<file path="src/inc/bcso_pkg.sv">
// bcso_pkg: constants, types and reset image for the sequencer op block.
// assumes one 100 MHz clock domain shared with the sequencer and RAM arbiter.
package bcso_pkg;

  // register indices; byte address on the bus is four times the index
  localparam logic [7:0]  REG_TTNM_IDX  = 8'h36;
  localparam logic [7:0]  REG_FLAG_IDX  = 8'h37;
  localparam logic [7:0]  REG_QPTR_IDX  = 8'h38;
  localparam logic [7:0]  REG_CTRL_IDX  = 8'h39;

  localparam logic [15:0] QPTR_RESET    = 16'h00c0;
  localparam logic [15:0] WPTR_RESET    = 16'h0050;
  localparam logic [15:0] WPTR_LIMIT    = 16'h004f;
  localparam logic [15:0] FLAG_RESET    = 16'h0000;
  localparam logic [15:0] CTRL_RESET    = 16'h0000;
  localparam logic [15:0] ZERO_WORD     = 16'h0000;
  localparam logic [15:0] ONE_WORD      = 16'h0001;
  localparam logic [15:0] QUEUE_SPAN    = 16'h003f;

  // control register fields
  localparam int unsigned CTRL_QIRQ_BIT = 13;
  localparam int unsigned CTRL_T32_BIT  = 0;

  // message block word offsets
  localparam logic [15:0] BLK_TTNM_OFS  = 16'h0003;
  localparam logic [15:0] BLK_TAG_OFS   = 16'h0004;
  localparam logic [15:0] BLK_W7_OFS    = 16'h0006;

  // op codes
  localparam logic [4:0]  OP_FLAG       = 5'h0c;
  localparam logic [4:0]  OP_XEQ        = 5'h10;
  localparam logic [4:0]  OP_XQG        = 5'h11;
  localparam logic [4:0]  OP_XQF        = 5'h15;
  localparam logic [4:0]  OP_XFG        = 5'h17;
  localparam logic [4:0]  OP_WMP        = 5'h1b;
  localparam logic [4:0]  OP_WMI        = 5'h1c;
  localparam logic [4:0]  OP_DSZ        = 5'h1d;

  typedef enum logic [3:0] {
    S_IDLE = 4'h0,
    S_HOLD = 4'h1,
    S_TTRD = 4'h3,
    S_TTWT = 4'h2,
    S_TAGS = 4'h6,
    S_RUN  = 4'h7,
    S_TAGE = 4'h5,
    S_DRD  = 4'h8,
    S_DWT  = 4'hc
  } bcso_state_e;

  typedef struct packed {
    logic [4:0]  opcode;
    logic        condTrue;
    logic [15:0] param;
  } bcso_op_s;

  typedef struct packed {
    logic        req;
    logic        we;
    logic [15:0] addr;
    logic [15:0] wdata;
  } bcso_ram_s;

  typedef struct packed {
    bcso_state_e state;
    logic [15:0] wptr;
    logic [15:0] qptr;
    logic [15:0] qbase;
    logic [15:0] flag;
    logic [15:0] ctrl;
    logic [15:0] ttnm;
    logic [15:0] blk;
    bcso_ram_s   ram;
    logic        opReady;
    logic        opDone;
    logic        skipNext;
    logic        msgStart;
    logic        pushTaken;
    logic        queueIrq;
    logic        ack;
    logic [31:0] datO;
  } bcso_regs_s;

  localparam bcso_regs_s REGS_RESET = '{
    state: S_IDLE, wptr: WPTR_RESET, qptr: QPTR_RESET, qbase: QPTR_RESET,
    flag: FLAG_RESET, ctrl: CTRL_RESET, ttnm: ZERO_WORD, blk: ZERO_WORD,
    ram: '{req: 1'b0, we: 1'b0, addr: ZERO_WORD, wdata: ZERO_WORD},
    opReady: 1'b1, opDone: 1'b0, skipNext: 1'b0, msgStart: 1'b0,
    pushTaken: 1'b0, queueIrq: 1'b0, ack: 1'b0, datO: 32'h0000_0000};

endpackage

</file>
<file path="src/rtl/bcso_core.sv">
// bcso_core: pointer/immediate writes, decrement-skip, flag ops, queue pushes
// and message block bookkeeping of the bus controller sequencer.
// assumes RAM takes a request every cycle and returns read data one cycle
// after the cycle in which the request stood; sequencer shares mclk.
//
// Implementation choice: the Wishbone slave port.
`timescale 1ns/10ps
`default_nettype none

// Contract
// - true write-pointer op loads hidden pointer
// - pointer ignores values not above 0x4f
// - hidden pointer resets to 0x0050
// - write-immediate stores value at pointer
// - false condition only advances sequencer; flag and execute ops here run regardless of it
// - decrement RAM word, skip next if zero
// - flag op modifies low eight flag bits
// - 64-word circular queue in RAM
// - queue pointer resets 0x00c0, host may move
// - push writes at pointer then advances
// - pointer wraps to base every 64th word
// - wrap with enable raises controller interrupt
// - execute ops take parameter as block address
// - normal block is eight words
// - RT-to-RT block is sixteen words
// - time-to-next holds off the next message
// - time tag written at start and end
// - 32-bit base: high time bits in word seven
// - 16-bit base: last transmitted word in seven
// - data pointer used only for data commands
// - RT-to-RT word one receive, eighth tx status
// - nonzero time-to-next copied to timer, counts
module bcso_core (
  input  wire logic              mclk,
  input  wire logic              rst_b,
  input  wire logic [9:0]        adr_i,
  input  wire logic [31:0]       dat_i,
  input  wire logic              we_i,
  input  wire logic [3:0]        sel_i,
  input  wire logic              cyc_i,
  input  wire logic              stb_i,
  output logic                   ack_o,
  output logic [31:0]            dat_o,
  input  wire logic              opValid,
  input  wire bcso_pkg::bcso_op_s opIn,
  output logic                   opReady,
  output logic                   opDone,
  output logic                   skipNext,
  input  wire logic              pushValid,
  input  wire logic [15:0]       pushData,
  output logic                   pushTaken,
  output bcso_pkg::bcso_ram_s    ramOut,
  input  wire logic [15:0]       ramRdata,
  input  wire logic [31:0]       timeTag,
  input  wire logic              timerTick,
  output logic                   msgStart,
  output logic [15:0]            msgAddr,
  input  wire logic              msgEnd,
  input  wire logic [15:0]       lastTxWord,
  output logic                   queueIrq
);

  bcso_pkg::bcso_regs_s s;
  bcso_pkg::bcso_regs_s n;

  logic       opTake;
  logic       pushTake;
  logic       hostRd;
  logic       hostWr;
  logic [7:0] regIdx;
  logic       time32;
  logic       qWrap;

  // each argument pair comes from bit i of the high and low parameter bytes
  function automatic logic [7:0] bcsoFlagApply(input logic [7:0]  cur,
                                                input logic [15:0] arg);
    logic [7:0] res;
    res = cur;
    for (int i = 0; i < 8; i++) begin
      case ({arg[8+i], arg[i]})
        2'b01:   res[i] = 1'b1;
        2'b10:   res[i] = 1'b0;
        2'b11:   res[i] = ~cur[i];
        default: res[i] = cur[i];
      endcase
    end
    return res;
  endfunction

  // byte-lane merge of a host write into a 16-bit register
  function automatic logic [15:0] bcsoLaneMerge(input logic [15:0] cur,
                                                input logic [31:0] wd,
                                                input logic [3:0]  sel);
    logic [15:0] res;
    res = cur;
    if (sel[0]) begin
      res[7:0] = wd[7:0];
    end
    if (sel[1]) begin
      res[15:8] = wd[15:8];
    end
    return res;
  endfunction

  function automatic logic bcsoIsExec(input logic [4:0] op);
    return (op == bcso_pkg::OP_XEQ) || (op == bcso_pkg::OP_XQG) ||
           (op == bcso_pkg::OP_XQF) || (op == bcso_pkg::OP_XFG);
  endfunction

  assign regIdx   = adr_i[9:2];
  assign hostRd   = cyc_i && stb_i && !s.ack;
  assign hostWr   = cyc_i && stb_i && s.ack && we_i;
  assign opTake   = opValid && (s.state == bcso_pkg::S_IDLE);
  assign pushTake = pushValid && !opValid && (s.state == bcso_pkg::S_IDLE);
  assign time32   = s.ctrl[bcso_pkg::CTRL_T32_BIT];
  assign qWrap    = (s.qptr == s.qbase + bcso_pkg::QUEUE_SPAN);

  always_comb begin
    n           = s;
    n.ram.req   = 1'b0;
    n.ram.we    = 1'b0;
    n.opDone    = 1'b0;
    n.skipNext  = 1'b0;
    n.msgStart  = 1'b0;
    n.pushTaken = 1'b0;
    n.queueIrq  = 1'b0;
    n.ack       = hostRd;
    n.datO      = 32'h0000_0000;

    // unmapped indices answer with zero data
    if (hostRd) begin
      case (regIdx)
        bcso_pkg::REG_TTNM_IDX: n.datO[15:0] = s.ttnm;
        bcso_pkg::REG_FLAG_IDX: n.datO[15:0] = s.flag;
        bcso_pkg::REG_QPTR_IDX: n.datO[15:0] = s.qptr;
        bcso_pkg::REG_CTRL_IDX: n.datO[15:0] = s.ctrl;
        default:                n.datO       = 32'h0000_0000;
      endcase
    end

    // write takes effect at the edge the master sees ack
    if (hostWr) begin
      case (regIdx)
        bcso_pkg::REG_FLAG_IDX: n.flag = bcsoLaneMerge(s.flag, dat_i, sel_i);
        bcso_pkg::REG_QPTR_IDX: begin
          n.qptr  = bcsoLaneMerge(s.qptr, dat_i, sel_i);
          n.qbase = n.qptr;
        end
        bcso_pkg::REG_CTRL_IDX: n.ctrl = bcsoLaneMerge(s.ctrl, dat_i, sel_i);
        default: ;
      endcase
    end

    if (timerTick && (s.ttnm != bcso_pkg::ZERO_WORD)) begin
      n.ttnm = s.ttnm - bcso_pkg::ONE_WORD;
    end

    case (s.state)
      bcso_pkg::S_IDLE: begin
        if (opTake) begin
          case (opIn.opcode)
            bcso_pkg::OP_WMP: begin
              if (opIn.condTrue && (opIn.param > bcso_pkg::WPTR_LIMIT)) begin
                n.wptr = opIn.param;
              end
            end
            bcso_pkg::OP_WMI: begin
              if (opIn.condTrue) begin
                n.ram.req   = 1'b1;
                n.ram.we    = 1'b1;
                n.ram.addr  = s.wptr;
                n.ram.wdata = opIn.param;
              end
            end
            bcso_pkg::OP_DSZ: begin
              if (opIn.condTrue) begin
                n.ram.req  = 1'b1;
                n.ram.addr = opIn.param;
                n.blk      = opIn.param;
                n.state    = bcso_pkg::S_DRD;
              end
            end
            bcso_pkg::OP_FLAG: begin
              n.flag[7:0] = bcsoFlagApply(s.flag[7:0], opIn.param);
            end
            default: begin
              if (bcsoIsExec(opIn.opcode)) begin
                n.blk   = opIn.param;
                n.state = bcso_pkg::S_HOLD;
              end
            end
          endcase
          // false pointer, immediate and decrement conditions fall through here with no other effect
          n.opDone = (n.state == bcso_pkg::S_IDLE);
        end else if (pushTake) begin
          n.ram.req   = 1'b1;
          n.ram.we    = 1'b1;
          n.ram.addr  = s.qptr;
          n.ram.wdata = pushData;
          n.pushTaken = 1'b1;
          // a push in the same cycle as a host pointer write wins
          if (qWrap) begin
            n.qptr     = s.qbase;
            n.queueIrq = s.ctrl[bcso_pkg::CTRL_QIRQ_BIT];
          end else begin
            n.qptr = s.qptr + bcso_pkg::ONE_WORD;
          end
        end
      end
      bcso_pkg::S_HOLD: begin
        // the previous message's countdown must expire first
        if (s.ttnm == bcso_pkg::ZERO_WORD) begin
          n.ram.req  = 1'b1;
          n.ram.addr = s.blk + bcso_pkg::BLK_TTNM_OFS;
          n.state    = bcso_pkg::S_TTRD;
        end
      end
      bcso_pkg::S_TTRD: begin
        n.state = bcso_pkg::S_TTWT;
      end
      bcso_pkg::S_TTWT: begin
        if (ramRdata != bcso_pkg::ZERO_WORD) begin
          n.ttnm = ramRdata;
        end
        n.ram.req   = 1'b1;
        n.ram.we    = 1'b1;
        n.ram.addr  = s.blk + bcso_pkg::BLK_TAG_OFS;
        n.ram.wdata = timeTag[15:0];
        n.state     = bcso_pkg::S_TAGS;
      end
      bcso_pkg::S_TAGS: begin
        if (time32) begin
          n.ram.req   = 1'b1;
          n.ram.we    = 1'b1;
          n.ram.addr  = s.blk + bcso_pkg::BLK_W7_OFS;
          n.ram.wdata = timeTag[31:16];
        end
        // engine handles command, data pointer and status words
        n.msgStart = 1'b1;
        n.state    = bcso_pkg::S_RUN;
      end
      bcso_pkg::S_RUN: begin
        if (msgEnd) begin
          n.ram.req   = 1'b1;
          n.ram.we    = 1'b1;
          n.ram.addr  = s.blk + bcso_pkg::BLK_TAG_OFS;
          n.ram.wdata = timeTag[15:0];
          n.state     = bcso_pkg::S_TAGE;
        end
      end
      bcso_pkg::S_TAGE: begin
        n.ram.req   = 1'b1;
        n.ram.we    = 1'b1;
        n.ram.addr  = s.blk + bcso_pkg::BLK_W7_OFS;
        n.ram.wdata = time32 ? timeTag[31:16] : lastTxWord;
        n.opDone    = 1'b1;
        n.state     = bcso_pkg::S_IDLE;
      end
      bcso_pkg::S_DRD: begin
        n.state = bcso_pkg::S_DWT;
      end
      bcso_pkg::S_DWT: begin
        n.ram.req   = 1'b1;
        n.ram.we    = 1'b1;
        n.ram.addr  = s.blk;
        n.ram.wdata = ramRdata - bcso_pkg::ONE_WORD;
        n.skipNext  = (ramRdata == bcso_pkg::ONE_WORD);
        n.opDone    = 1'b1;
        n.state     = bcso_pkg::S_IDLE;
      end
      default: begin
        n.state = bcso_pkg::S_IDLE;
      end
    endcase

    n.opReady = (n.state == bcso_pkg::S_IDLE);
  end

  always_ff @(posedge mclk) begin
    if (!rst_b) begin
      s <= bcso_pkg::REGS_RESET;
    end else begin
      s <= n;
    end
  end

  assign ack_o     = s.ack;
  assign dat_o     = s.datO;
  assign opReady   = s.opReady;
  assign opDone    = s.opDone;
  assign skipNext  = s.skipNext;
  assign pushTaken = s.pushTaken;
  assign ramOut    = s.ram;
  assign msgStart  = s.msgStart;
  assign msgAddr   = s.blk;
  assign queueIrq  = s.queueIrq;
endmodule

`default_nettype wire

</file>
<file path="config.mk">
export PLATFORM = sky130hd
export DESIGN_NAME = bcso_core
export DESIGN_NICKNAME = d
export VERILOG_FILES = /design/src/inc/bcso_pkg.sv /design/src/rtl/bcso_core.sv
export SDC_FILE = /design/constraint.sdc
export NUM_CORES = 1
export LEC_CHECK = 0
export BUFFER_PORTS_ARGS = -buffer_cell sky130_fd_sc_hd__buf_2
export CAP_MARGIN = 20
export CORE_UTILIZATION = 40
export CTS_CLUSTER_DIAMETER = 40
export DETAILED_ROUTE_END_ITERATION = 16
export PLACE_DENSITY_LB_ADDON = 0.3
export SLEW_MARGIN = 20
export SYNTH_ARGS = -nofsm -noshare
export SYNTH_HDL_FRONTEND = slang
export SYNTH_SLANG_ARGS = --single-unit
</file>
<file path="constraint.sdc">
create_clock -name mclk -period 3.18 [get_ports mclk]
set_input_delay 0.159 -clock mclk [delete_from_list [all_inputs] [get_ports mclk]]
set_output_delay 0.159 -clock mclk [all_outputs]
set_load 0.05 [all_outputs]
</file>
==> After elaboration in Yosys (flattened, before gate mapping) <==
Cells that the tools add are included.
{ "op_classes": {"eq_ne": 64, "n_mux": 65, "n_reduce_logical": 38, "order_cmp": 1, "n_bitwise": 13, "n_addsub": 7} }
{ "ops": {"columns": ["op", "count"], "rows": [
  ["$mux W16", 16],
  ["$mux W34", 5],
  ["$pmux W16 S7", 1],
  ["$pmux W16 S6", 1],
  ["$mux W8", 9],
  ["$mux W64", 1],
  ["$pmux W16 S2", 2],
  ["$pmux W16 S4", 1],
  ["$ne A6 B3 Y1 const B", 8],
  ["$eq A5 B5 Y1 const B", 7],
  ["$add A16 B3 Y16 const B", 2],
  ["$eq A2 B2 Y1 const B", 16],
  ["$eq A8 B6 Y1 const B", 4],
  ["$mux W32", 1],
  ["$reduce_bool A16 Y1", 2],
  ["$sub A16 B1 Y16 const B", 2],
  ["$pmux W4 S7", 1],
  ["$mux W4", 6],
  ["$pmux W1 S3", 8],
  ["$mux W20", 1],
  ["$mux W17", 1],
  ["$add A16 B1 Y16 const B", 1],
  ["$add A16 B2 Y16 const B", 1],
  ["$add A16 B6 Y16 const B", 1],
  ["other kinds (38)", 90]
]} }
{ "totals": {"wordCells": 218, "inputBits": 157, "out_inout_bits": 89, "register_bits": 189} }

==> Logic depth before layout (Yosys ltp) <==
Gate-level depths: netlist of the first run.
{ "depth": {"ltp_word": 11, "mapped_depth": 12, "depth_no_buf": 8} }

==> Least setup slack after synthesis of the first run <==
Ideal clock, no wire load.
{ "synth_path": {"path_kind": "reg2reg", "start": "reg s[137] in the netlist's numbering", "end": "reg s[155] in the netlist's numbering", "path_slack_ns": 0.590, "period_less_slack_ns": 2.590, "t_required_ns": 3.110, "path_stages_with_launch": 13, "path_buffers": 4, "arrival_ns": 2.520, "setup_ns": 0.070, "cell_sequence": "dfxtp_1 > clkbuf_1 > inv_1 > ha_1 > clkbuf_1 > inv_1 > or3_4 > a211oi_4 > o21ai_1 > or4_1 > buf_2 > buf_6 > a21oi_1"} }
{ "synth_between": {"elab_chain_cells": 6} }
{ "synth_rtl": {"columns": ["element", "line", "rtl"], "rows": [
  ["start: declaration", "bcso_core.sv:63", "bcso_pkg::bcso_regs_s s;"],
  ["start signal: assignment", "bcso_core.sv:281", "s <= bcso_pkg::REGS_RESET;"],
  ["start signal: assignment", "bcso_core.sv:283", "s <= n;"],
  ["$add A16 B6 Y16", "bcso_core.sv:116", "assign qWrap = (s.qptr == s.qbase + bcso_pkg::QUEUE_SPAN);"],
  ["$eq A16 B16 Y1", "bcso_core.sv:116", null],
  ["$mux W16", "bcso_core.sv:202", "if (qWrap) begin"],
  ["$mux W16", "bcso_core.sv:195", "end else if (pushTake) begin"],
  ["$mux W16", "bcso_core.sv:160", "if (opTake) begin"],
  ["$mux W16", "bcso_core.sv:158", "case (s.state)"]
]} }
No other way between the ends.
A chain may end at the register's enable or synchronous reset.

==> Final worst setup path of the first run <==
{ "layout_path": {"start": "reg s[187] in the netlist's numbering", "end": "reg s (netlist bit ramOut[23])"} }
{ "layout_between": {"elab_chain_cells": 4, "word_cells_on_any_way": 20, "cone_classes": "13 x eq/ne; 2 x mux; 5 x reduce/logical"} }
{ "layout_rtl": {"columns": ["element", "line"], "rows": [
  ["$logic_not A4 Y1", "bcso_core.sv:113, bcso_core.sv:114, bcso_core.sv:158"],
  ["$logic_and A1 B1 Y1, on equally long branches", "bcso_core.sv:113, bcso_core.sv:114"],
  ["$ne A4 B2 Y1 (no source line), or another cell as far along", null],
  ["$reduce_and A8 Y1 (no source line) / $pmux W16 S7 (equally long branches)", null]
]} }
Several ways; a longest one is shown, not always the timed one.

==> impl_metrics.tcl, run 1 <==
set metrics [dict create \
    grt_max_degree 100 \
    netlist_area_mm2 0.0117 \
    synth_commonest_cells "dfxtp_1, nor2_1, clkbuf_1" \
    dp_hpwl_um 31800 \
    combPwrFrac_pct 42.2 \
    nFillCells 2933 \
    cts_root_buffer "clkbuf_16" \
    die_x_um 173 \
    worstSkewPairLatency_ns 0.45 \
    seq_power_share_pct 31.9 \
    worst_hold_path_type "primary input to register" \
    vias 12000 \
    finalSetupTns_ns 0 \
    gp_congestion 0.923 \
    synth_top_area_share_pct 29.7 \
    swShare_pct 44.7 \
    slew_viol_final 0 \
    synth_largest_area_cell "dfxtp_1" \
    ctsHoldBuffers 0 \
    drt-pass1-iter-count 8 \
    grt_pass1_vias 11400 \
    area_growth_pct 13.5 \
    ys_seq_area_share_pct 29.7 \
    final_layout_size_suffix_gt1_share_pct 20.5 \
    post-cts-setup-buffers 0 \
    status "completed" \
    rsz0062_at_grt "no" \
    cts.clk_slew.worst_paths_ns 0.08 \
    cts_made_buffers 17 \
    synth_cell_type_count 83 \
    cts_resized 0 \
    drcViolationCount 0 \
    synth_top_cells_by_area "dfxtp_1, buf_4, mux2i_1" \
    io_buffer_count 209 \
    p_int_w 0.00482 \
    yosysWarnings 0 \
    die_h_um 173 \
    grt_usage_pct 28.5 \
    grt_overflow_total 0 \
    ctsLongestPathBuffers 2 \
    slew_headroom_pct 44.9 \
    ys_seq_elements 173 \
    peakVddDrop_uv 354 \
    worst_setup_path_start_kind "register" \
    power.density_mw_per_mm2 659 \
    total_leakage_power_nw 5.05 \
    synth_most_common_cell "dfxtp_1" \
    htreeDepth 4 \
    async_flop_share_pct 0 \
    hold_viol_final 0 \
    switchingPower_w 0.00390 \
    synth_flop_cell "dfxtp_1" \
    setup_ws_ns 0.391 \
    ios 246 \
    core-area_mm2 0.0287 \
    viasPerCell 6.10 \
    avgSynthCellArea_um2 7.83 \
    max_slew.worst_pin.slew_ns 0.821 \
    nets 1764 \
    antenna_found_initial 0 \
    cp.required_ns 3.49 \
    grt_first_pass_wirelength_um 66100 \
    maxCapViolCount 0 \
    syn_inst 1488 \
    drt-initial-drc-count 1384 \
    skew_ns 0.0170 \
    start_util_pct 40.6 \
    post_drt_wl_per_cell_um 22.0 \
    setup_violations 0 \
    finalCriticalPeriod_ns 2.79 \
    finalCritPeriodShare_pct 87.7 \
    routed_wl_um 43400 \
    cp_max_fo 20 \
    placed_cell_area_mm2 0.0126 \
    rows 62 \
    antenna_left 0 \
    clkPwrFrac_pct 25.9 \
    dp_slack_ns 0.434 \
    dieArea_mm2 0.0298 \
    max_freq_mhz 359 \
    path_class "register to register" \
    cts_tree "yes" \
    cp.arrival_ns 3.10 \
    worstSetupEndpointType "register" \
    cts_num_sinks 173 \
    antenna_cells 0 \
    stdcell_area_mm2 0.0132 \
    synth_edf_count 0 \
]
==> final cells by class <==
class | instances | area, um2 | share of cell area [%]
Multi-Input combinational cell | 1091 | 7050 | 53.3
Sequential cell | 173 | 3460 | 26.2
Timing Repair Buffer | 269 | 1510 | 11.4
Tap cell | 384 | 480 | 3.63
Clock buffer | 17 | 425 | 3.22
Clock inverter | 15 | 194 | 1.47
Inverter | 27 | 104 | 0.785
==> per-stage QoR <==
step	cells	utilization (%)	total power (W)	hold slack, ns
global route	1976	46.1	0.00909	0.0353
detailed placement	1943	43.8	0.00644	0.442
global placement	1943	43.8	0.00641	0.438
CTS	1975	46.0	0.00869	0.0223
finish	1976	46.1	0.00872	0.0287
floorplan	1503	-	0.00549	0.289
==> kinds of logic after synthesis <==
family,Yosys count,share of synthesized area [%]
AOI/OAI and AO/OA,444,26.2
xor gates and xnor gates,59,4.43
adders and majority gates,28,3.01
buffers and inverters,239,10.5
DFF,173,29.7
muxes,61,5.25
other,1,0.0322
and+or+nand+nor,483,20.9
==> registers in the layout, indices dropped and copies added (netlist names) <==
register,cells
s,100
ramOut,34
dat_o,16
msgAddr,16
ack_o,1
msgStart,1
opDone,1
opReady,1
pushTaken,1
queueIrq,1
skipNext,1
==> routing by layer <==
metal | track usage [%] | part of all wire (%)
met4 | 12.0 | 3.7
met3 | 5.74 | 9.1
met5 | 0 | 0
met2 | 46.6 | 47
met1 | 36.4 | 41
==> worst paths after layout <==
kind	startpoint	endpoint	slack [ns]	cells after the start
setup / recovery	s[187]	ramOut[23]	0.39	7
hold / removal	stb_i	ack_o	0.03	3
setup reg to reg	s[187]	ramOut[23]	0.39	7
hold reg to reg	ramOut[1]	ramOut[1]	0.46	2
==> critical path, cell delays in order (launching register included) <==
cell and delay [ns]:
dfxtp_1 0.76, nor2_1 0.13, o21a_1 0.24, buf_4 0.23, a222oi_1 0.64, inv_1 0.10
o21ai_0 0.40, a31oi_1 0.15
==> cell usage in the layout, fill, tap and decap left out, types with 9 or more instances in the layout <==
| cell | n |
|---|---|
| inv_1 | 26 |
| a31oi_1 | 33 |
| and2_1 | 13 |
| nor2b_1 | 12 |
| and3_1 | 12 |
| o21ai_0 | 61 |
| a221oi_1 | 35 |
| nand2_1 | 97 |
| conb_1 | 16 |
| clkbuf_16 | 17 |
| xnor2_1 | 28 |
| nand4_1 | 17 |
| a221o_1 | 9 |
| ha_1 | 28 |
| nor4_1 | 10 |
| buf_4 | 59 |
| nor3b_1 | 16 |
| nand3_1 | 69 |
| nor3_1 | 32 |
| a21oi_1 | 111 |
| a211oi_1 | 41 |
| dfxtp_1 | 173 |
| a22oi_1 | 38 |
| nor2_1 | 151 |
| xor2_1 | 31 |
| o41ai_1 | 23 |
| buf_2 | 209 |
| o211ai_1 | 23 |
| mux2i_1 | 60 |
==> power groups by stage <==
stage               registers [W]  logic [W]  clock network [W]
floorplan                 0.00268    0.00281                  0
global placement          0.00281    0.00360                  0
detailed placement        0.00281    0.00362                  0
CTS                       0.00277    0.00364            0.00228
global route              0.00281    0.00392            0.00236
finish                    0.00278    0.00368            0.00226
Power figures use the tool's default switching activity.
==> inputs of run 2 (changes only) <==
CORE_UTILIZATION = 56   (was 40)
REMOVE_ABC_BUFFERS = 1   (was unset)
==> impl_metrics.tcl, run 2 (synthesized netlist as in run 1, its figures left out) <==
set metrics [dict create \
    timing.rr.start "s[137]" \
    routed_wl_um 39700 \
    swShare_pct 44.1 \
    slew_headroom_pct 42.2 \
    holdPathStages 3 \
    antenna_cells 0 \
    cp.required_ns 3.54 \
    cts.clk_slew.worst_paths_ns 0.07 \
    rsz0062_at_grt "no" \
    worstSetupEndpointType "register" \
    top_register "s" \
    die_h_um 146 \
    setup_violations 0 \
    worst_hold_path_type "primary input to register" \
    holdPathEnd "s[118]" \
    cts_root_buffer "clkbuf_16" \
    finalCritPeriodShare_pct 90.1 \
    drt-pass1-iter-count 8 \
    peakVddDrop_uv 415 \
    max_freq_mhz 349 \
    final_common_cell "buf_2" \
    post_drt_wl_per_cell_um 21.3 \
    htreeDepth 4 \
    area_growth_pct 11.8 \
    post-cts-setup-buffers 0 \
    final_layout_size_suffix_gt1_share_pct 20.2 \
    worst_setup_path_start_kind "register" \
    dieArea_mm2 0.0214 \
    stdcell_area_mm2 0.0130 \
    core-area_mm2 0.0203 \
    finalCriticalPeriod_ns 2.87 \
    cts_resized 0 \
    clkPwrFrac_pct 25.3 \
    dp_hpwl_um 28700 \
    antenna_found_initial 0 \
    p_int_w 0.00479 \
    drcViolationCount 0 \
    switchingPower_w 0.00377 \
    io_buffer_count 209 \
    cp.arrival_ns 3.23 \
    ctsLongestPathBuffers 2 \
    start_util_pct 57.4 \
    cts_num_sinks 173 \
    status "completed" \
    total_leakage_power_nw 5.03 \
    cts_tree "yes" \
    nets 1760 \
    grt_overflow_total 0 \
    drt-initial-drc-count 1447 \
    grt_usage_pct 36.8 \
    r2r_slack_ns 0.31 \
    slew_viol_final 0 \
    power.density_mw_per_mm2 657 \
    viasPerCell 6.55 \
    die_x_um 146 \
    gp_congestion 0.949 \
    rows 52 \
    grt_pass1_vias 11300 \
    r2r_end "s[163]" \
    antenna_left 0 \
    largest_register_ff_count 100 \
    hold_start "dat_i[13]" \
    vias 12200 \
    grt_first_pass_wirelength_um 61700 \
    worstSkewPairLatency_ns 0.45 \
    mostFrequentLayoutCells "buf_2, dfxtp_1, nor2_1" \
    combPwrFrac_pct 42.1 \
    hold_viol_final 0 \
    max_slew.worst_pin.slew_ns 0.860 \
    seq_power_share_pct 32.5 \
    ios 246 \
    setup_ws_ns 0.315 \
    cts_made_buffers 17 \
    placed_cell_area_mm2 0.0124 \
    reg2reg_depth 8 \
    cp_max_fo 16 \
    dp_slack_ns 0.391 \
    grt_max_degree 125 \
    skew_ns 0.0159 \
    path_class "register to register" \
    maxCapViolCount 0 \
]
run 2: per-stage QoR:
stage          hold WS, ns  utilization [%]  setup TNS [ns]  instances  power [W]
2_1_floorplan        0.221                -           -4.50       1291    0.00511
3_5_place_dp         0.425             61.1               0       1823    0.00633
6_report            0.0318             64.2               0       1858    0.00856
4_1_cts             0.0157             64.2               0       1858    0.00849
5_1_grt             0.0353             64.2               0       1858    0.00893
3_3_place_gp         0.419             61.1               0       1823    0.00628
run 2: timing repair:
action | CTS | global route
hold buffers | 3 | 0
endpoints found under the setup margin | 0 | 0
hold endpoints to repair | 3 | 0
run 2: area by class of cell:
type | count | area (um2)
fillers | 1771 | 7270
multi-input cells | 1091 | 7050
flip-flops and latches | 173 | 3460
repair buffers | 265 | 1490
clock buffers | 17 | 425
well taps | 270 | 338
clock inverters | 15 | 168
inverters | 27 | 103
run 2: critical path, cell delays in order (launching register included):
cell	delay (ns)
dfxtp_1	0.47
inv_1	0.08
ha_1	0.30
xnor2_1	0.18
a21o_1	0.18
o21ai_0	0.26
o2111ai_1	0.20
or4_1	0.87
a21oi_1	0.26
run 2: power by group through the flow:
stage / Clock [W] / Combinational [W] / Sequential (W)
2_1_floorplan: 0 / 0.00172 / 0.00338
3_3_place_gp: 0 / 0.00346 / 0.00281
3_5_place_dp: 0 / 0.00351 / 0.00282
4_1_cts: 0.00218 / 0.00354 / 0.00277
5_1_grt: 0.00226 / 0.00385 / 0.00282
6_report: 0.00217 / 0.00361 / 0.00278
run 2: worst max-delay path by stage:
| stage | end | start | depth (start not counted) | slack [ns] |
|---|---|---|---|---|
| after floorplan | ramOut[0] | s[185] | 6 | -0.35 |
| final | s[163] | s[137] | 8 | 0.31 |
| after global placement | s[168] | s[139] | 6 | 0.47 |
| after CTS | s[163] | s[137] | 8 | 0.34 |
| after global routing | s[163] | s[137] | 8 | 0.19 |
| after detailed placement | s[163] | s[139] | 6 | 0.39 |
run 2: metal layers:
metal	wire (um)	up-vias	global-route usage, %
li1	-	5588	-
met1	15600	5704	47.1
met2	18000	727	58.6
met3	4130	148	8.78
met4	1990	0	16.7
met5	0	-	0
